==> src/scsi_rd_pkg.sv <==
/*
 * Constants, field layouts and carrier types shared by the long read
 * command decoder and its protection information checker.
 * Assumes a single APB clock domain and 32-bit APB data.
 */
package scsi_rd_pkg;

	// ****************************************
	// Command codes and fixed CDB values
	// ****************************************
	localparam logic [7:0] OP_RD12 = 8'hA8;
	localparam logic [7:0] OP_RD16 = 8'h88;
	localparam logic [7:0] OP_VAR = 8'h7F;
	localparam logic [7:0] ADD_LEN_32 = 8'h18;
	localparam logic [15:0] SA_RD32 = 16'h0009;
	localparam logic [2:0] PTYPE_T2 = 3'h1;
	localparam logic [2:0] RDP_NONE = 3'h0;
	localparam logic [2:0] RDP_MAXV = 3'h4;

	// ****************************************
	// Byte positions inside the CDB, and the bit offset of the protect field
	// ****************************************
	localparam int unsigned B_OPC = 0;
	localparam int unsigned B_RDP = 1;
	localparam int unsigned B_LBA12 = 2;
	localparam int unsigned B_LEN12 = 6;
	localparam int unsigned B_LEN16 = 10;
	localparam int unsigned B_ADDLEN = 7;
	localparam int unsigned B_SA = 8;
	localparam int unsigned B_RDP32 = 10;
	localparam int unsigned B_LBA32 = 12;
	localparam int unsigned B_EREF = 20;
	localparam int unsigned B_EAPP = 24;
	localparam int unsigned B_AMASK = 26;
	localparam int unsigned B_LEN32 = 28;
	localparam int unsigned RDP_LSB = 5;

	// ****************************************
	// Status, sense keys and sense codes
	// ****************************************
	localparam logic [7:0] ST_GOOD = 8'h00;
	localparam logic [7:0] ST_CHECK = 8'h02;
	localparam logic [3:0] SK_NONE = 4'h0;
	localparam logic [3:0] SK_ILLEGAL = 4'h5;
	localparam logic [3:0] SK_ABORTED = 4'hB;
	localparam logic [7:0] ASC_NONE = 8'h00;
	localparam logic [7:0] ASC_BAD_OPC = 8'h20;
	localparam logic [7:0] ASC_BAD_FIELD = 8'h24;
	localparam logic [7:0] ASC_PI = 8'h10;
	localparam logic [7:0] ASCQ_GUARD = 8'h01;
	localparam logic [7:0] ASCQ_APP = 8'h02;
	localparam logic [7:0] ASCQ_REF = 8'h03;

	// ****************************************
	// Register map (byte addresses) and bits
	// ****************************************
	localparam int unsigned NCDBW = 8;
	localparam logic [7:0] A_CDB0 = 8'h00;
	localparam logic [7:0] A_CTRL = 8'h20;
	localparam logic [7:0] A_STAT = 8'h24;
	localparam logic [7:0] A_IRQ_ST = 8'h28;
	localparam logic [7:0] A_IRQ_MSK = 8'h2C;
	localparam logic [7:0] A_BLKCNT = 8'h30;
	localparam int unsigned CTRL_START = 0;
	localparam int unsigned CTRL_PROT_EN = 1;
	localparam int unsigned CTRL_PTYPE = 2;
	localparam int unsigned CTRL_ATO = 5;
	localparam int unsigned STAT_BUSY = 31;
	localparam int unsigned IRQ_DONE = 0;
	localparam int unsigned IRQ_CHK = 1;
	localparam int unsigned IRQ_W = 2;

	// ****************************************
	// Types
	// ****************************************
	typedef enum logic [1:0] {
		PI_OK = 2'b00,
		PI_GUARD = 2'b01,
		PI_APP = 2'b10,
		PI_REF = 2'b11
	} pi_err_t;

	typedef struct packed {
		logic guard_ok;
		logic [15:0] app_tag;
		logic [31:0] ref_tag;
	} pi_t;

	typedef struct packed {
		logic [7:0] status;
		logic [3:0] key;
		logic [7:0] asc;
		logic [7:0] ascq;
	} sense_t;

endpackage : scsi_rd_pkg

==> src/pi_checker.sv <==
/*
 * Registered check of one block's protection information against the
 * expected guard result, masked application tag and reference tag.
 * Assumes the caller presents at most one block at a time.
 */
`timescale 1ns/10ps
module pi_checker
(
	// Clock and reset
	input wire logic pclk,
	input wire logic presetn,
	// Block in
	input wire logic in_valid,
	input wire scsi_rd_pkg::pi_t pi,
	// Check setup
	input wire logic chk_guard,
	input wire logic chk_app,
	input wire logic chk_ref,
	input wire logic [15:0] exp_app,
	input wire logic [15:0] app_mask,
	input wire logic [31:0] exp_ref,
	// Result
	output logic res_valid,
	output scsi_rd_pkg::pi_err_t res_err
);
	import scsi_rd_pkg::*;

	logic app_bad;
	logic ref_bad;

	// Only mask bits set to one take part in the comparison
	assign app_bad = |((pi.app_tag ^ exp_app) & app_mask);
	assign ref_bad = pi.ref_tag != exp_ref;

	always_ff @(posedge pclk or negedge presetn)
	begin
		if (!presetn)
		begin
			res_valid <= 1'b0;
			res_err <= PI_OK;
		end
		else
		begin
			res_valid <= in_valid;
			// Guard first, then application tag, then reference tag
			if (chk_guard && !pi.guard_ok)
				res_err <= PI_GUARD;
			else if (chk_app && app_bad)
				res_err <= PI_APP;
			else if (chk_ref && ref_bad)
				res_err <= PI_REF;
			else
				res_err <= PI_OK;
		end
	end

endmodule : pi_checker

==> src/scsi_long_read_cdb_decoder.sv <==
/*
 * Decoder and executor for 12-, 16- and 32-byte read CDBs: APB register file,
 * one-block-at-a-time media request stream and per-block protection checking.
 * Assumes media answers each block request with one blk_pi_valid pulse on pclk.
 */
// Local design decisions: the register addresses and the APB interface to the registers.
`timescale 1ns/10ps
module scsi_long_read_cdb_decoder
(
	// Clock and reset
	input wire logic pclk,
	input wire logic presetn,
	// APB slave
	input wire logic psel,
	input wire logic penable,
	input wire logic pwrite,
	input wire logic [7:0] paddr,
	input wire logic [31:0] pwdata,
	output logic [31:0] prdata,
	output logic pready,
	output logic pslverr,
	// Media block stream
	output logic blk_req,
	output logic [63:0] blk_lba,
	output logic blk_pi_xmit,
	input wire logic blk_pi_valid,
	input wire scsi_rd_pkg::pi_t blk_pi,
	// Interrupt
	output logic irq
);
	import scsi_rd_pkg::*;

	typedef enum logic [2:0] {
		S_IDLE = 3'b000,
		S_DECODE = 3'b001,
		S_ISSUE = 3'b010,
		S_WAIT = 3'b011,
		S_DONE = 3'b100
	} state_t;

	// ****************************************
	// Helpers
	// ****************************************
	// Big-endian field of n bytes starting at byte pos, n at most 8
	function automatic logic [63:0] field_be(input logic [255:0] c, input int unsigned pos,
		input int unsigned n);
		logic [63:0] r;
		r = '0;
		for (int unsigned i = 0; i < 8; i++)
		begin
			if (i < n)
				r = {r[55:0], c[8*(pos+i) +: 8]};
		end
		return r;
	endfunction : field_be

	function automatic sense_t mk_sense(input logic [3:0] key, input logic [7:0] asc,
		input logic [7:0] ascq);
		sense_t s;
		s.status = (key == SK_NONE) ? ST_GOOD : ST_CHECK;
		s.key = key;
		s.asc = asc;
		s.ascq = ascq;
		return s;
	endfunction : mk_sense

	// ****************************************
	// APB register file
	// ****************************************
	logic [31:0] cdb_q [NCDBW];
	logic [255:0] cdb_flat;
	logic prot_en_q;
	logic [2:0] ptype_q;
	logic ato_q;
	logic start_q;
	logic [IRQ_W-1:0] irq_st_q;
	logic [IRQ_W-1:0] irq_msk_q;
	logic [IRQ_W-1:0] irq_set;
	logic [31:0] blk_cnt_q;
	sense_t sense_q;
	state_t state_q;
	logic busy;
	logic acc;
	logic wr;
	logic rd_hit;
	logic [31:0] rd_val;

	// Bytes of the CDB sit little-endian inside each word
	always_comb
	begin
		for (int i = 0; i < NCDBW; i++)
			cdb_flat[32*i +: 32] = cdb_q[i];
	end

	assign busy = state_q != S_IDLE;
	// One wait state: pready is raised in the second access cycle
	assign acc = psel && penable && !pready;
	assign wr = psel && penable && pready && pwrite;

	always_comb
	begin
		rd_hit = 1'b1;
		rd_val = '0;
		if (paddr < A_CTRL && paddr[1:0] == 2'b00)
			rd_val = cdb_q[paddr[4:2]];
		else
			unique case (paddr)
				A_CTRL: rd_val = {26'h0, ato_q, ptype_q, prot_en_q, 1'b0};
				A_STAT:
				begin
					rd_val = {sense_q.status, sense_q.key, sense_q.asc, sense_q.ascq, 4'h0};
					rd_val[STAT_BUSY] = busy;
				end
				A_IRQ_ST: rd_val = {30'h0, irq_st_q};
				A_IRQ_MSK: rd_val = {30'h0, irq_msk_q};
				A_BLKCNT: rd_val = blk_cnt_q;
				default: rd_hit = 1'b0;
			endcase
	end

	always_ff @(posedge pclk or negedge presetn)
	begin
		if (!presetn)
		begin
			pready <= 1'b0;
			prdata <= 32'h0000_0000;
			pslverr <= 1'b0;
		end
		else
		begin
			pready <= acc;
			prdata <= (acc && !pwrite && rd_hit) ? rd_val : 32'h0000_0000;
			pslverr <= acc && !rd_hit;
		end
	end

	always_ff @(posedge pclk or negedge presetn)
	begin
		if (!presetn)
			for (int i = 0; i < NCDBW; i++)
				cdb_q[i] <= 32'h0000_0000;
		else if (wr && paddr < A_CTRL && paddr[1:0] == 2'b00)
			cdb_q[paddr[4:2]] <= pwdata;
	end

	always_ff @(posedge pclk or negedge presetn)
	begin
		if (!presetn)
		begin
			prot_en_q <= 1'b0;
			ptype_q <= 3'h0;
			ato_q <= 1'b0;
			start_q <= 1'b0;
		end
		else
		begin
			// Start while busy is dropped so a running command is never disturbed
			start_q <= wr && paddr == A_CTRL && pwdata[CTRL_START] && !busy;
			if (wr && paddr == A_CTRL)
			begin
				prot_en_q <= pwdata[CTRL_PROT_EN];
				ptype_q <= pwdata[CTRL_PTYPE +: 3];
				ato_q <= pwdata[CTRL_ATO];
			end
		end
	end

	// Set wins over a write-one clear in the same cycle
	always_ff @(posedge pclk or negedge presetn)
	begin
		if (!presetn)
		begin
			irq_st_q <= '0;
			irq_msk_q <= '0;
			irq <= 1'b0;
		end
		else
		begin
			if (wr && paddr == A_IRQ_MSK)
				irq_msk_q <= pwdata[IRQ_W-1:0];
			if (wr && paddr == A_IRQ_ST)
				irq_st_q <= (irq_st_q & ~pwdata[IRQ_W-1:0]) | irq_set;
			else
				irq_st_q <= irq_st_q | irq_set;
			irq <= |(irq_st_q & irq_msk_q);
		end
	end

	// ****************************************
	// CDB decode
	// ****************************************
	logic [7:0] opc;
	logic is12;
	logic is16;
	logic is32;
	logic var_opc;
	logic [2:0] rdp;
	logic [63:0] dec_lba;
	logic [31:0] dec_len;
	sense_t dec_sense;

	assign opc = cdb_flat[8*B_OPC +: 8];
	assign is12 = opc == OP_RD12;
	assign is16 = opc == OP_RD16;
	assign var_opc = opc == OP_VAR;
	assign is32 = var_opc && cdb_flat[8*B_ADDLEN +: 8] == ADD_LEN_32
		&& field_be(cdb_flat, B_SA, 2) == {48'h0, SA_RD32};
	assign rdp = is32 ? cdb_flat[8*B_RDP32+RDP_LSB +: 3] : cdb_flat[8*B_RDP+RDP_LSB +: 3];

	always_comb
	begin
		dec_lba = '0;
		dec_len = '0;
		if (is12)
		begin
			dec_lba = field_be(cdb_flat, B_LBA12, 4);
			dec_len = 32'(field_be(cdb_flat, B_LEN12, 4));
		end
		else if (is16)
		begin
			dec_lba = field_be(cdb_flat, B_LBA12, 8);
			dec_len = 32'(field_be(cdb_flat, B_LEN16, 4));
		end
		else if (is32)
		begin
			dec_lba = field_be(cdb_flat, B_LBA32, 8);
			dec_len = 32'(field_be(cdb_flat, B_LEN32, 4));
		end
	end

	always_comb
	begin
		if (!(is12 || is16 || is32))
			dec_sense = mk_sense(SK_ILLEGAL, ASC_BAD_OPC, ASC_NONE);
		else if (is32 && !(prot_en_q && ptype_q == PTYPE_T2))
			dec_sense = mk_sense(SK_ILLEGAL, ASC_BAD_OPC, ASC_NONE);
		else if (rdp > RDP_MAXV || (!prot_en_q && rdp != RDP_NONE))
			dec_sense = mk_sense(SK_ILLEGAL, ASC_BAD_FIELD, ASC_NONE);
		else
			dec_sense = mk_sense(SK_NONE, ASC_NONE, ASC_NONE);
	end

	// ****************************************
	// Command execution
	// ****************************************
	logic [31:0] left_q;
	logic [31:0] exp_ref_q;
	logic [15:0] exp_app_q;
	logic [15:0] mask_q;
	logic chk_guard_q;
	logic chk_app_q;
	logic chk_ref_q;
	logic res_valid;
	pi_err_t res_err;

	always_ff @(posedge pclk or negedge presetn)
	begin
		if (!presetn)
		begin
			state_q <= S_IDLE;
			sense_q <= '0;
			blk_req <= 1'b0;
			blk_lba <= 64'h0;
			blk_pi_xmit <= 1'b0;
			left_q <= 32'h0;
			exp_ref_q <= 32'h0;
			exp_app_q <= 16'h0;
			mask_q <= 16'h0;
			chk_guard_q <= 1'b0;
			chk_app_q <= 1'b0;
			chk_ref_q <= 1'b0;
			irq_set <= '0;
		end
		else
		begin
			blk_req <= 1'b0;
			irq_set <= '0;
			unique case (state_q)
				S_IDLE:
					if (start_q)
						state_q <= S_DECODE;
				S_DECODE:
				begin
					sense_q <= dec_sense;
					blk_lba <= dec_lba;
					left_q <= dec_len;
					blk_pi_xmit <= rdp != RDP_NONE;
					chk_guard_q <= rdp == 3'h1 || rdp == RDP_MAXV;
					chk_ref_q <= rdp == 3'h1 || rdp == 3'h2;
					// Application tag checked only by the 32-byte form with owner bit set
					chk_app_q <= is32 && ato_q && (rdp == 3'h1 || rdp == 3'h2);
					exp_ref_q <= is32 ? 32'(field_be(cdb_flat, B_EREF, 4)) : dec_lba[31:0];
					exp_app_q <= 16'(field_be(cdb_flat, B_EAPP, 2));
					mask_q <= 16'(field_be(cdb_flat, B_AMASK, 2));
					// Errors and zero length skip the block loop
					state_q <= (dec_sense.key != SK_NONE || dec_len == 32'h0) ? S_DONE : S_ISSUE;
				end
				S_ISSUE:
				begin
					blk_req <= 1'b1;
					state_q <= S_WAIT;
				end
				S_WAIT:
					if (res_valid)
					begin
						unique case (res_err)
							PI_GUARD: sense_q <= mk_sense(SK_ABORTED, ASC_PI, ASCQ_GUARD);
							PI_APP: sense_q <= mk_sense(SK_ABORTED, ASC_PI, ASCQ_APP);
							PI_REF: sense_q <= mk_sense(SK_ABORTED, ASC_PI, ASCQ_REF);
							PI_OK: sense_q <= sense_q;
						endcase
						blk_lba <= blk_lba + 64'h1;
						exp_ref_q <= exp_ref_q + 32'h1;
						left_q <= left_q - 32'h1;
						state_q <= (res_err != PI_OK || left_q == 32'h1) ? S_DONE : S_ISSUE;
					end
				S_DONE:
				begin
					irq_set[IRQ_DONE] <= 1'b1;
					irq_set[IRQ_CHK] <= sense_q.status != ST_GOOD;
					state_q <= S_IDLE;
				end
				default: state_q <= S_IDLE;
			endcase
		end
	end

	// Blocks whose protection check passed, for the last command
	always_ff @(posedge pclk or negedge presetn)
	begin
		if (!presetn)
			blk_cnt_q <= 32'h0;
		else if (state_q == S_DECODE)
			blk_cnt_q <= 32'h0;
		else if (res_valid && res_err == PI_OK)
			blk_cnt_q <= blk_cnt_q + 32'h1;
	end

	pi_checker u_pi_checker
	(
		.pclk(pclk),
		.presetn(presetn),
		.in_valid(blk_pi_valid && state_q == S_WAIT),
		.pi(blk_pi),
		.chk_guard(chk_guard_q),
		.chk_app(chk_app_q),
		.chk_ref(chk_ref_q),
		.exp_app(exp_app_q),
		.app_mask(mask_q),
		.exp_ref(exp_ref_q),
		.res_valid(res_valid),
		.res_err(res_err)
	);

endmodule : scsi_long_read_cdb_decoder

==> config.mk <==
export PLATFORM = sky130hd
export DESIGN_NAME = scsi_long_read_cdb_decoder
export DESIGN_NICKNAME = d
export VERILOG_FILES = /design/src/scsi_rd_pkg.sv /design/src/pi_checker.sv /design/src/scsi_long_read_cdb_decoder.sv
export SDC_FILE = /design/constraint.sdc
export NUM_CORES = 1
export LEC_CHECK = 0
export BUFFER_PORTS_ARGS = -buffer_cell sky130_fd_sc_hd__buf_4
export CAP_MARGIN = 5
export CORE_ASPECT_RATIO = 1.1
export CORE_MARGIN = 3
export CORE_UTILIZATION = 40
export DETAILED_ROUTE_END_ITERATION = 6
export MAX_ROUTING_LAYER = met4
export PLACE_DENSITY = 0.66
export SLEW_MARGIN = 10
export SYNTH_ARGS = -nofsm -noshare
export SYNTH_HDL_FRONTEND = slang
export SYNTH_SLANG_ARGS = --single-unit
==> constraint.sdc <==
create_clock -name pclk -period 1.98 [get_ports pclk]
set_input_delay 0.099 -clock pclk [delete_from_list [all_inputs] [get_ports pclk]]
set_output_delay 0.099 -clock pclk [all_outputs]
set_load 0.03 [all_outputs]
Yosys cells after proc, flatten, opt, wreduce, memory -nomap -nowiden

Index checks and enable logic that the tools add are counted.

Add/sub/neg operators: 4
Multipliers: 0
Div/mod/pow operators: 0
Order comparisons: 4
Equality and inequality tests: 26
Shift operators: 0
Mux-type cells: 44
Bitwise logic cells: 8
Reduce and logical (&&, ||, !) cells: 59

Operator list:

| kind                                                                 | count |
|---|---|
| 32-bit 2-to-1 mux                                                    | 13 |
| 256-bit bitwise mux                                                  | 1 |
| 64-bit 2-to-1 mux                                                    | 4 |
| 32-bit one-hot mux with 5 select lines                               | 1 |
| 32-bit one-hot mux with 2 select lines                               | 2 |
| 64-bit one-hot mux with 2 select lines                               | 1 |
| 32-bit binary-select mux with 3-bit select                           | 1 |
| 32-bit demux with 3-bit select                                       | 1 |
| 28-bit one-hot mux with 3 select lines                               | 1 |
| 22-bit 2-to-1 mux                                                    | 3 |
| 32-bit by 1-bit adder with 32-bit output, second input constant      | 2 |
| 64-bit by 1-bit adder with 64-bit output, second input constant      | 1 |
| 28-bit one-hot mux with 2 select lines                               | 1 |
| 8-bit by 6-bit == test with 1-bit output, second input constant      | 5 |
| 32-bit by 1-bit == test with 1-bit output, second input constant     | 1 |
| 32-bit zero test                                                     | 1 |
| 32-bit != test                                                       | 1 |
| 32-bit by 1-bit subtractor with 32-bit output, second input constant | 1 |
| 1-bit logical AND                                                    | 28 |
| 28-bit 2-to-1 mux                                                    | 1 |
| 16-bit AND                                                           | 1 |
| 16-bit by 4-bit == test with 1-bit output, second input constant     | 1 |
| 8-bit == test, second input constant                                 | 2 |
| 16-bit OR reduction                                                  | 1 |
| 34 further kinds                                                     | 70 |

Flip-flop bits (word level): 534
Bits in latches: 0
Memory bits (writable): 0
ROM bits: 0
Input port bits: 95
Output and inout port bits: 101
Logic and storage cells: 182
Memories kept: 0

Longest topological paths before layout

Word-level depth: 14
Gate-level depth with buffers: 9
Mapped depth without buffers: 8

Hierarchy

A second synthesis with hierarchy kept.

Cell total of the unflattened synthesis: 2,639
Area, all modules: 27,886.7 um^2

By module, submodules not included:

| module                     | instances | cells an instance | area each (um^2) | sequential area each (um^2) |
|---|---|---|---|---|
| scsi_long_read_cdb_decoder | 1         | 2,562             | 27,219.9         | 12,737.2 |
| pi_checker                 | 1         | 77                | 666.9            | 75.1 |

Least setup slack after synthesis

OpenSTA, ideal clock, no wires.

Path type: register to register
Start point: register blk_lba[0]
End point: register blk_lba[48]
Setup time: 0.131 ns
Arrival: 2.253 ns
Required time: 1.849 ns
Slack: -0.404 ns
Cell stages (with the launch flop): 8
Path buffers: 0
Period minus slack after synthesis: 2.384 ns
Cell sequence: dfrtp_1 > ha_1 > and3_1 > nand3_1 > nor3_4 > nand3_1 > o211a_1 > or3_1

Longest elaborated chain between the ends: 3

Ends and longest elaborated chain:

| element                                  | line                              | source |
|---|---|---|
| start: declaration                       | scsi_long_read_cdb_decoder.sv:24  | `output logic [63:0] blk_lba,` |
| start signal: assignment                 | scsi_long_read_cdb_decoder.sv:285 | `blk_lba <= dec_lba;` |
| start signal: assignment                 | scsi_long_read_cdb_decoder.sv:312 | `blk_lba <= blk_lba + 64'h1;` |
| 64-bit by 1-bit adder with 64-bit output | scsi_long_read_cdb_decoder.sv:312 |  |
| 64-bit 2-to-1 mux                        | scsi_long_read_cdb_decoder.sv:304 | `if (res_valid)` |
| 64-bit one-hot mux with 2 select lines   | scsi_long_read_cdb_decoder.sv:278 | `unique case (state_q)` |

No other way between the ends. The select of a mux whose other input is x is not followed.
A chain may end at the register's enable or synchronous reset.

Worst setup path after layout

Start point: register cdb_q (netlist bit cdb_flat[76])
End point: register sense_q[16] (netlist name)

Longest elaborated chain between the ends: 10
Elaborated cells on any way between the ends: 13
Those cells by class: order compare (1); eq/ne (1); mux (5); reduce/logical (6)

Ends and longest elaborated chain:

| element                                                                               | line                              | source |
|---|---|---|
| start: declaration                                                                    | scsi_long_read_cdb_decoder.sv:70  | `logic [31:0] cdb_q [NCDBW];` |
| start signal: indexed assignment                                                      | scsi_long_read_cdb_decoder.sv:143 | `cdb_q[paddr[4:2]] <= pwdata;` |
| 16-bit by 4-bit == test with 1-bit output (*)                                         | scsi_long_read_cdb_decoder.sv:207 | `&& field_be(cdb_flat, B_SA, 2) == {48'h0, SA_RD32};` |
| 1-bit logical AND (*)                                                                 | scsi_long_read_cdb_decoder.sv:207 |  |
| parallel branches: the longest is 6 deep, another holds 3-bit greater-than comparator | n/a                               |  |
| 22-bit 2-to-1 mux (*)                                                                 | scsi_long_read_cdb_decoder.sv:233 | `if (!(is12 \|\| is16 \|\| is32))` |
| 28-bit one-hot mux with 2 select lines (*)                                            | scsi_long_read_cdb_decoder.sv:278 |  |
| end signal: assignment                                                                | scsi_long_read_cdb_decoder.sv:284 | `sense_q <= dec_sense;` |
| end signal: assignment                                                                | scsi_long_read_cdb_decoder.sv:307 | `PI_GUARD: sense_q <= mk_sense(SK_ABORTED, ASC_PI, ASCQ_GUARD);` |
| end signal: assignment                                                                | scsi_long_read_cdb_decoder.sv:308 | `PI_APP: sense_q <= mk_sense(SK_ABORTED, ASC_PI, ASCQ_APP);` |
| end: declaration                                                                      | scsi_long_read_cdb_decoder.sv:80  | `sense_t sense_q;` |

Every way passes the cells marked *.

==> results.py <==
metrics = {
    "synthesis": {
        "synth_cell_types": 89,
        "yosysTopAreaCell": "dfrtp_1",
        "synth_seq_cells": 512,
        "yosysSeqAreaShare_pct": 46.5,
        "avgSynthCellArea_sq_um": 10.8,
        "syn_nets": 2661,
        "yosys_warnings": 0,
        "synth_cells": 2561,
        "yosys-top-cells-area": "dfrtp_1 46%, mux2_2 13%, mux4_2 5.2%",
        "synth_edf_count": 0,
        "synth_common_cells": "512 x dfrtp_1, 307 x mux2_2, 249 x nand2_1",
        "ys.flop_type": "dfrtp_1",
        "yosysTopAreaCellShare_pct": 46.5,
        "syn_area_sq_um": 27600,
        "synth.most_common_cell": "dfrtp_1",
        "ys_async_sr_fraction_pct": 100,
    },
    "route": {
        "first_iter_violations": 2717,
        "vias_per_cell": 6.12,
        "routedWlPerCell_um": 30.5,
        "finalWirelength_um": 130000,
        "drc": 9,
        "vias": 26100,
        "first_pass_iters": 7,
        "ant_nets": 0,
    },
    "die": {
        "dieArea_sq_um": 72100,
        "std_cell_rows": 100,
        "start_util_pct": 40.6,
        "ios": 196,
        "die_x_um": 256,
        "core_area_sq_um": 67900,
        "chipHeight_um": 281,
    },
    "layout": {
        "fin_cells": 4257,
        "area_growth_pct": 40.0,
        "drive_above_1_share_pct": 45.8,
        "fin_util_pct": 56.8,
        "layout.nets": 3391,
        "post-route-cell-area_sq_um": 38600,
    },
    "global_routing": {
        "grt_first_pass_wirelength_um": 185000,
        "antenna_found_initial": 4,
        "grt_pass1_vias": 26000,
        "track_usage_pct": 36.3,
        "grt_max_degree": 97,
        "grt_overflow_total": 0,
    },
    "timing": {
        "relSlewSlack_pct": 62.9,
        "final.setup_skew_ps": 25.3,
        "timing.final.max_slew_violations": 0,
        "tightest_slew_ps": 542,
        "finalHoldViolCount": 0,
        "setup_viol": 138,
        "finalWorstSetupSlack_ps": -281,
        "fin_crit_sh_pct": 114,
        "max_freq_mhz": 442,
        "rsz0062_at_grt": "yes",
        "fin_crit_ps": 2260,
    },
    "worst_setup_path": {
        "critPathKind": "reg2reg",
        "cp-start-kind": "register",
        "reg2reg_to": "sense_q[16]",
        "worst_r2r_path_depth": 7,
        "crit_fanout": 6,
        "required_ps": 2520,
        "crit_arrival_ps": 2800,
        "r2r-start": "cdb_flat[76]",
        "end_kind": "register",
        "reg2reg_slack_ps": -280,
    },
    "power_and_ir_drop": {
        "peakVddDrop_v": 0.000678,
        "p_total_mw": 23.7,
        "power_leakage_nw": 18.2,
        "power_density_nw_per_um2": 615,
    },
    "clock_tree": {
        "clkLatencyLatePin_ps": 630,
        "clk_pin_slew_worst_paths_ps": 70,
        "tritoncts": "built",
        "root_buffer": "clkbuf_16",
        "numCtsBuffers": 57,
        "cts.sinks": 512,
        "cts_buffer_depth": 3,
        "h-tree-depth": 2,
    },
    "placed_design": {
        "dp.cells": 4065,
        "hpwl_um": 98600,
        "place_ws_ps": -643,
        "gp_congestion": 1.02,
        "numPortBuffers": 195,
        "place_area_sq_um": 34500,
    },
    "min_path": {
        "min_path_type": "in2async",
    },
    "flow_run": {
        "max_cap_viol_count": 0,
    },
    "run_status": {
        "status": "finished, violations left",
        "violations": "design-rule violations, negative setup slack",
    },
}
==> stage by stage <==
step	TNS (ps)	hold slack (ps)
after floorplan	-919	-197
after global placement	-33730	59.6
after detailed placement	-36290	55.0
after CTS	-17120	7.22
after global routing	-29360	34.9
final	-20460	23.9
==> registers in the layout (all words and copies together), names as in the netlist, 2 cells and up <==
name                  flops
cdb_flat                256
blk_lba                  64
blk_cnt_q                32
exp_ref_q                32
left_q                   32
prdata                   32
exp_app_q                16
mask_q                   16
sense_q                   6
ptype_q                   3
state_q                   3
irq_msk_q                 2
irq_set                   2
irq_st_q                  2
u_pi_checker.res_err      2
==> cells in the final DEF (no fill, tap or decap), types with 11 or more instances in the layout <==
cell type / n
a21oi_1: 129
and2_1: 15
nand3_1: 51
xor2_1: 66
a22oi_1: 37
dfrtp_2: 37
nand2_1: 231
o21ai_1: 33
nor2_2: 11
a311oi_1: 14
nor3_1: 41
nand2_2: 14
mux2_2: 302
o211ai_1: 11
or3_1: 16
buf_4: 712
mux2i_1: 66
bufinv_16: 13
and3_1: 27
a21oi_2: 30
xnor2_1: 11
o21ai_0: 70
buf_12: 53
nor2_1: 158
buf_6: 27
dlygate4sd3_1: 40
a22oi_2: 12
nand4_1: 39
nor4_1: 31
o22a_1: 17
a22o_1: 13
clkbuf_16: 59
a31oi_1: 28
dfrtp_1: 474
a211oi_1: 19
mux4_2: 64
a222oi_1: 12
inv_1: 21
==> where the power goes <==
group / internal, mW / switching (mW) / total, mW
Sequential: 10.5 / 0.0307 / 10.5
Combinational: 0.454 / 0.689 / 1.14
Clock: 7.32 / 4.72 / 12.0
==> repair_timing <==
item                                   4_1_cts  5_1_grt
resized for setup                          170      143
cloned                                       4        2
hold buffers                                40        0
setup endpoints to repair                  164      161
buffers inserted                            26       19
pin swaps                                   49       70
endpoints found under the hold margin      787        0
==> worst max-delay path: stages (launching register included) <==
cell and delay [ps]:
dfrtp_1 390, or4_4 550, nor3_4 150, and3_4 300, buf_12 140, mux2_4 320
nor3b_4 160, a31oi_1 170
==> final cells by class <==
type / count / area (sq um)
flip-flops and latches: 512 / 12900
multi-input cells: 1855 / 15000
clock inverters: 30 / 508
diodes: 2 / 5.00
well taps: 918 / 1150
repair buffers: 843 / 7330
clock buffers: 75 / 1580
inverters: 22 / 82.6
fillers: 5825 / 29400
==> layer usage <==
layer / track usage (%) / wire [um]
met5: - / 0
met4: 18.4 / 8220
met3: 7.34 / 11200
met2: 55.3 / 58300
met1: 46.2 / 52200
==> worst max path at each step <==
stage / start / end / slack, ps / depth (start not counted)
after floorplan: blk_lba[0] / blk_lba[62] / -180 / 7
after detailed placement: left_q[26] / state_q[1] / -640 / 7
after global routing: cdb_flat[63] / sense_q[16] / -330 / 7
after global placement: left_q[26] / state_q[1] / -660 / 7
after CTS: cdb_flat[63] / sense_q[16] / -250 / 7
final: cdb_flat[76] / sense_q[16] / -280 / 7
==> cells by family (layout without fill, tap and decap cells) <==
family / Yosys count / in the layout / synth area share (%)
DFF: 512 / 512 / 46.5
AOI/OAI and AO/OA: 574 / 574 / 13.7
and+or+nand+nor: 760 / 760 / 13.7
other: 0 / 2 / 0
xor gates and xnor gates: 77 / 77 / 2.45
adders and majority gates: 5 / 5 / 0.227
buffers and inverters: 194 / 970 / 3.16
muxes: 439 / 439 / 20.2
No activity file was read; power rests on OpenSTA's default activity.
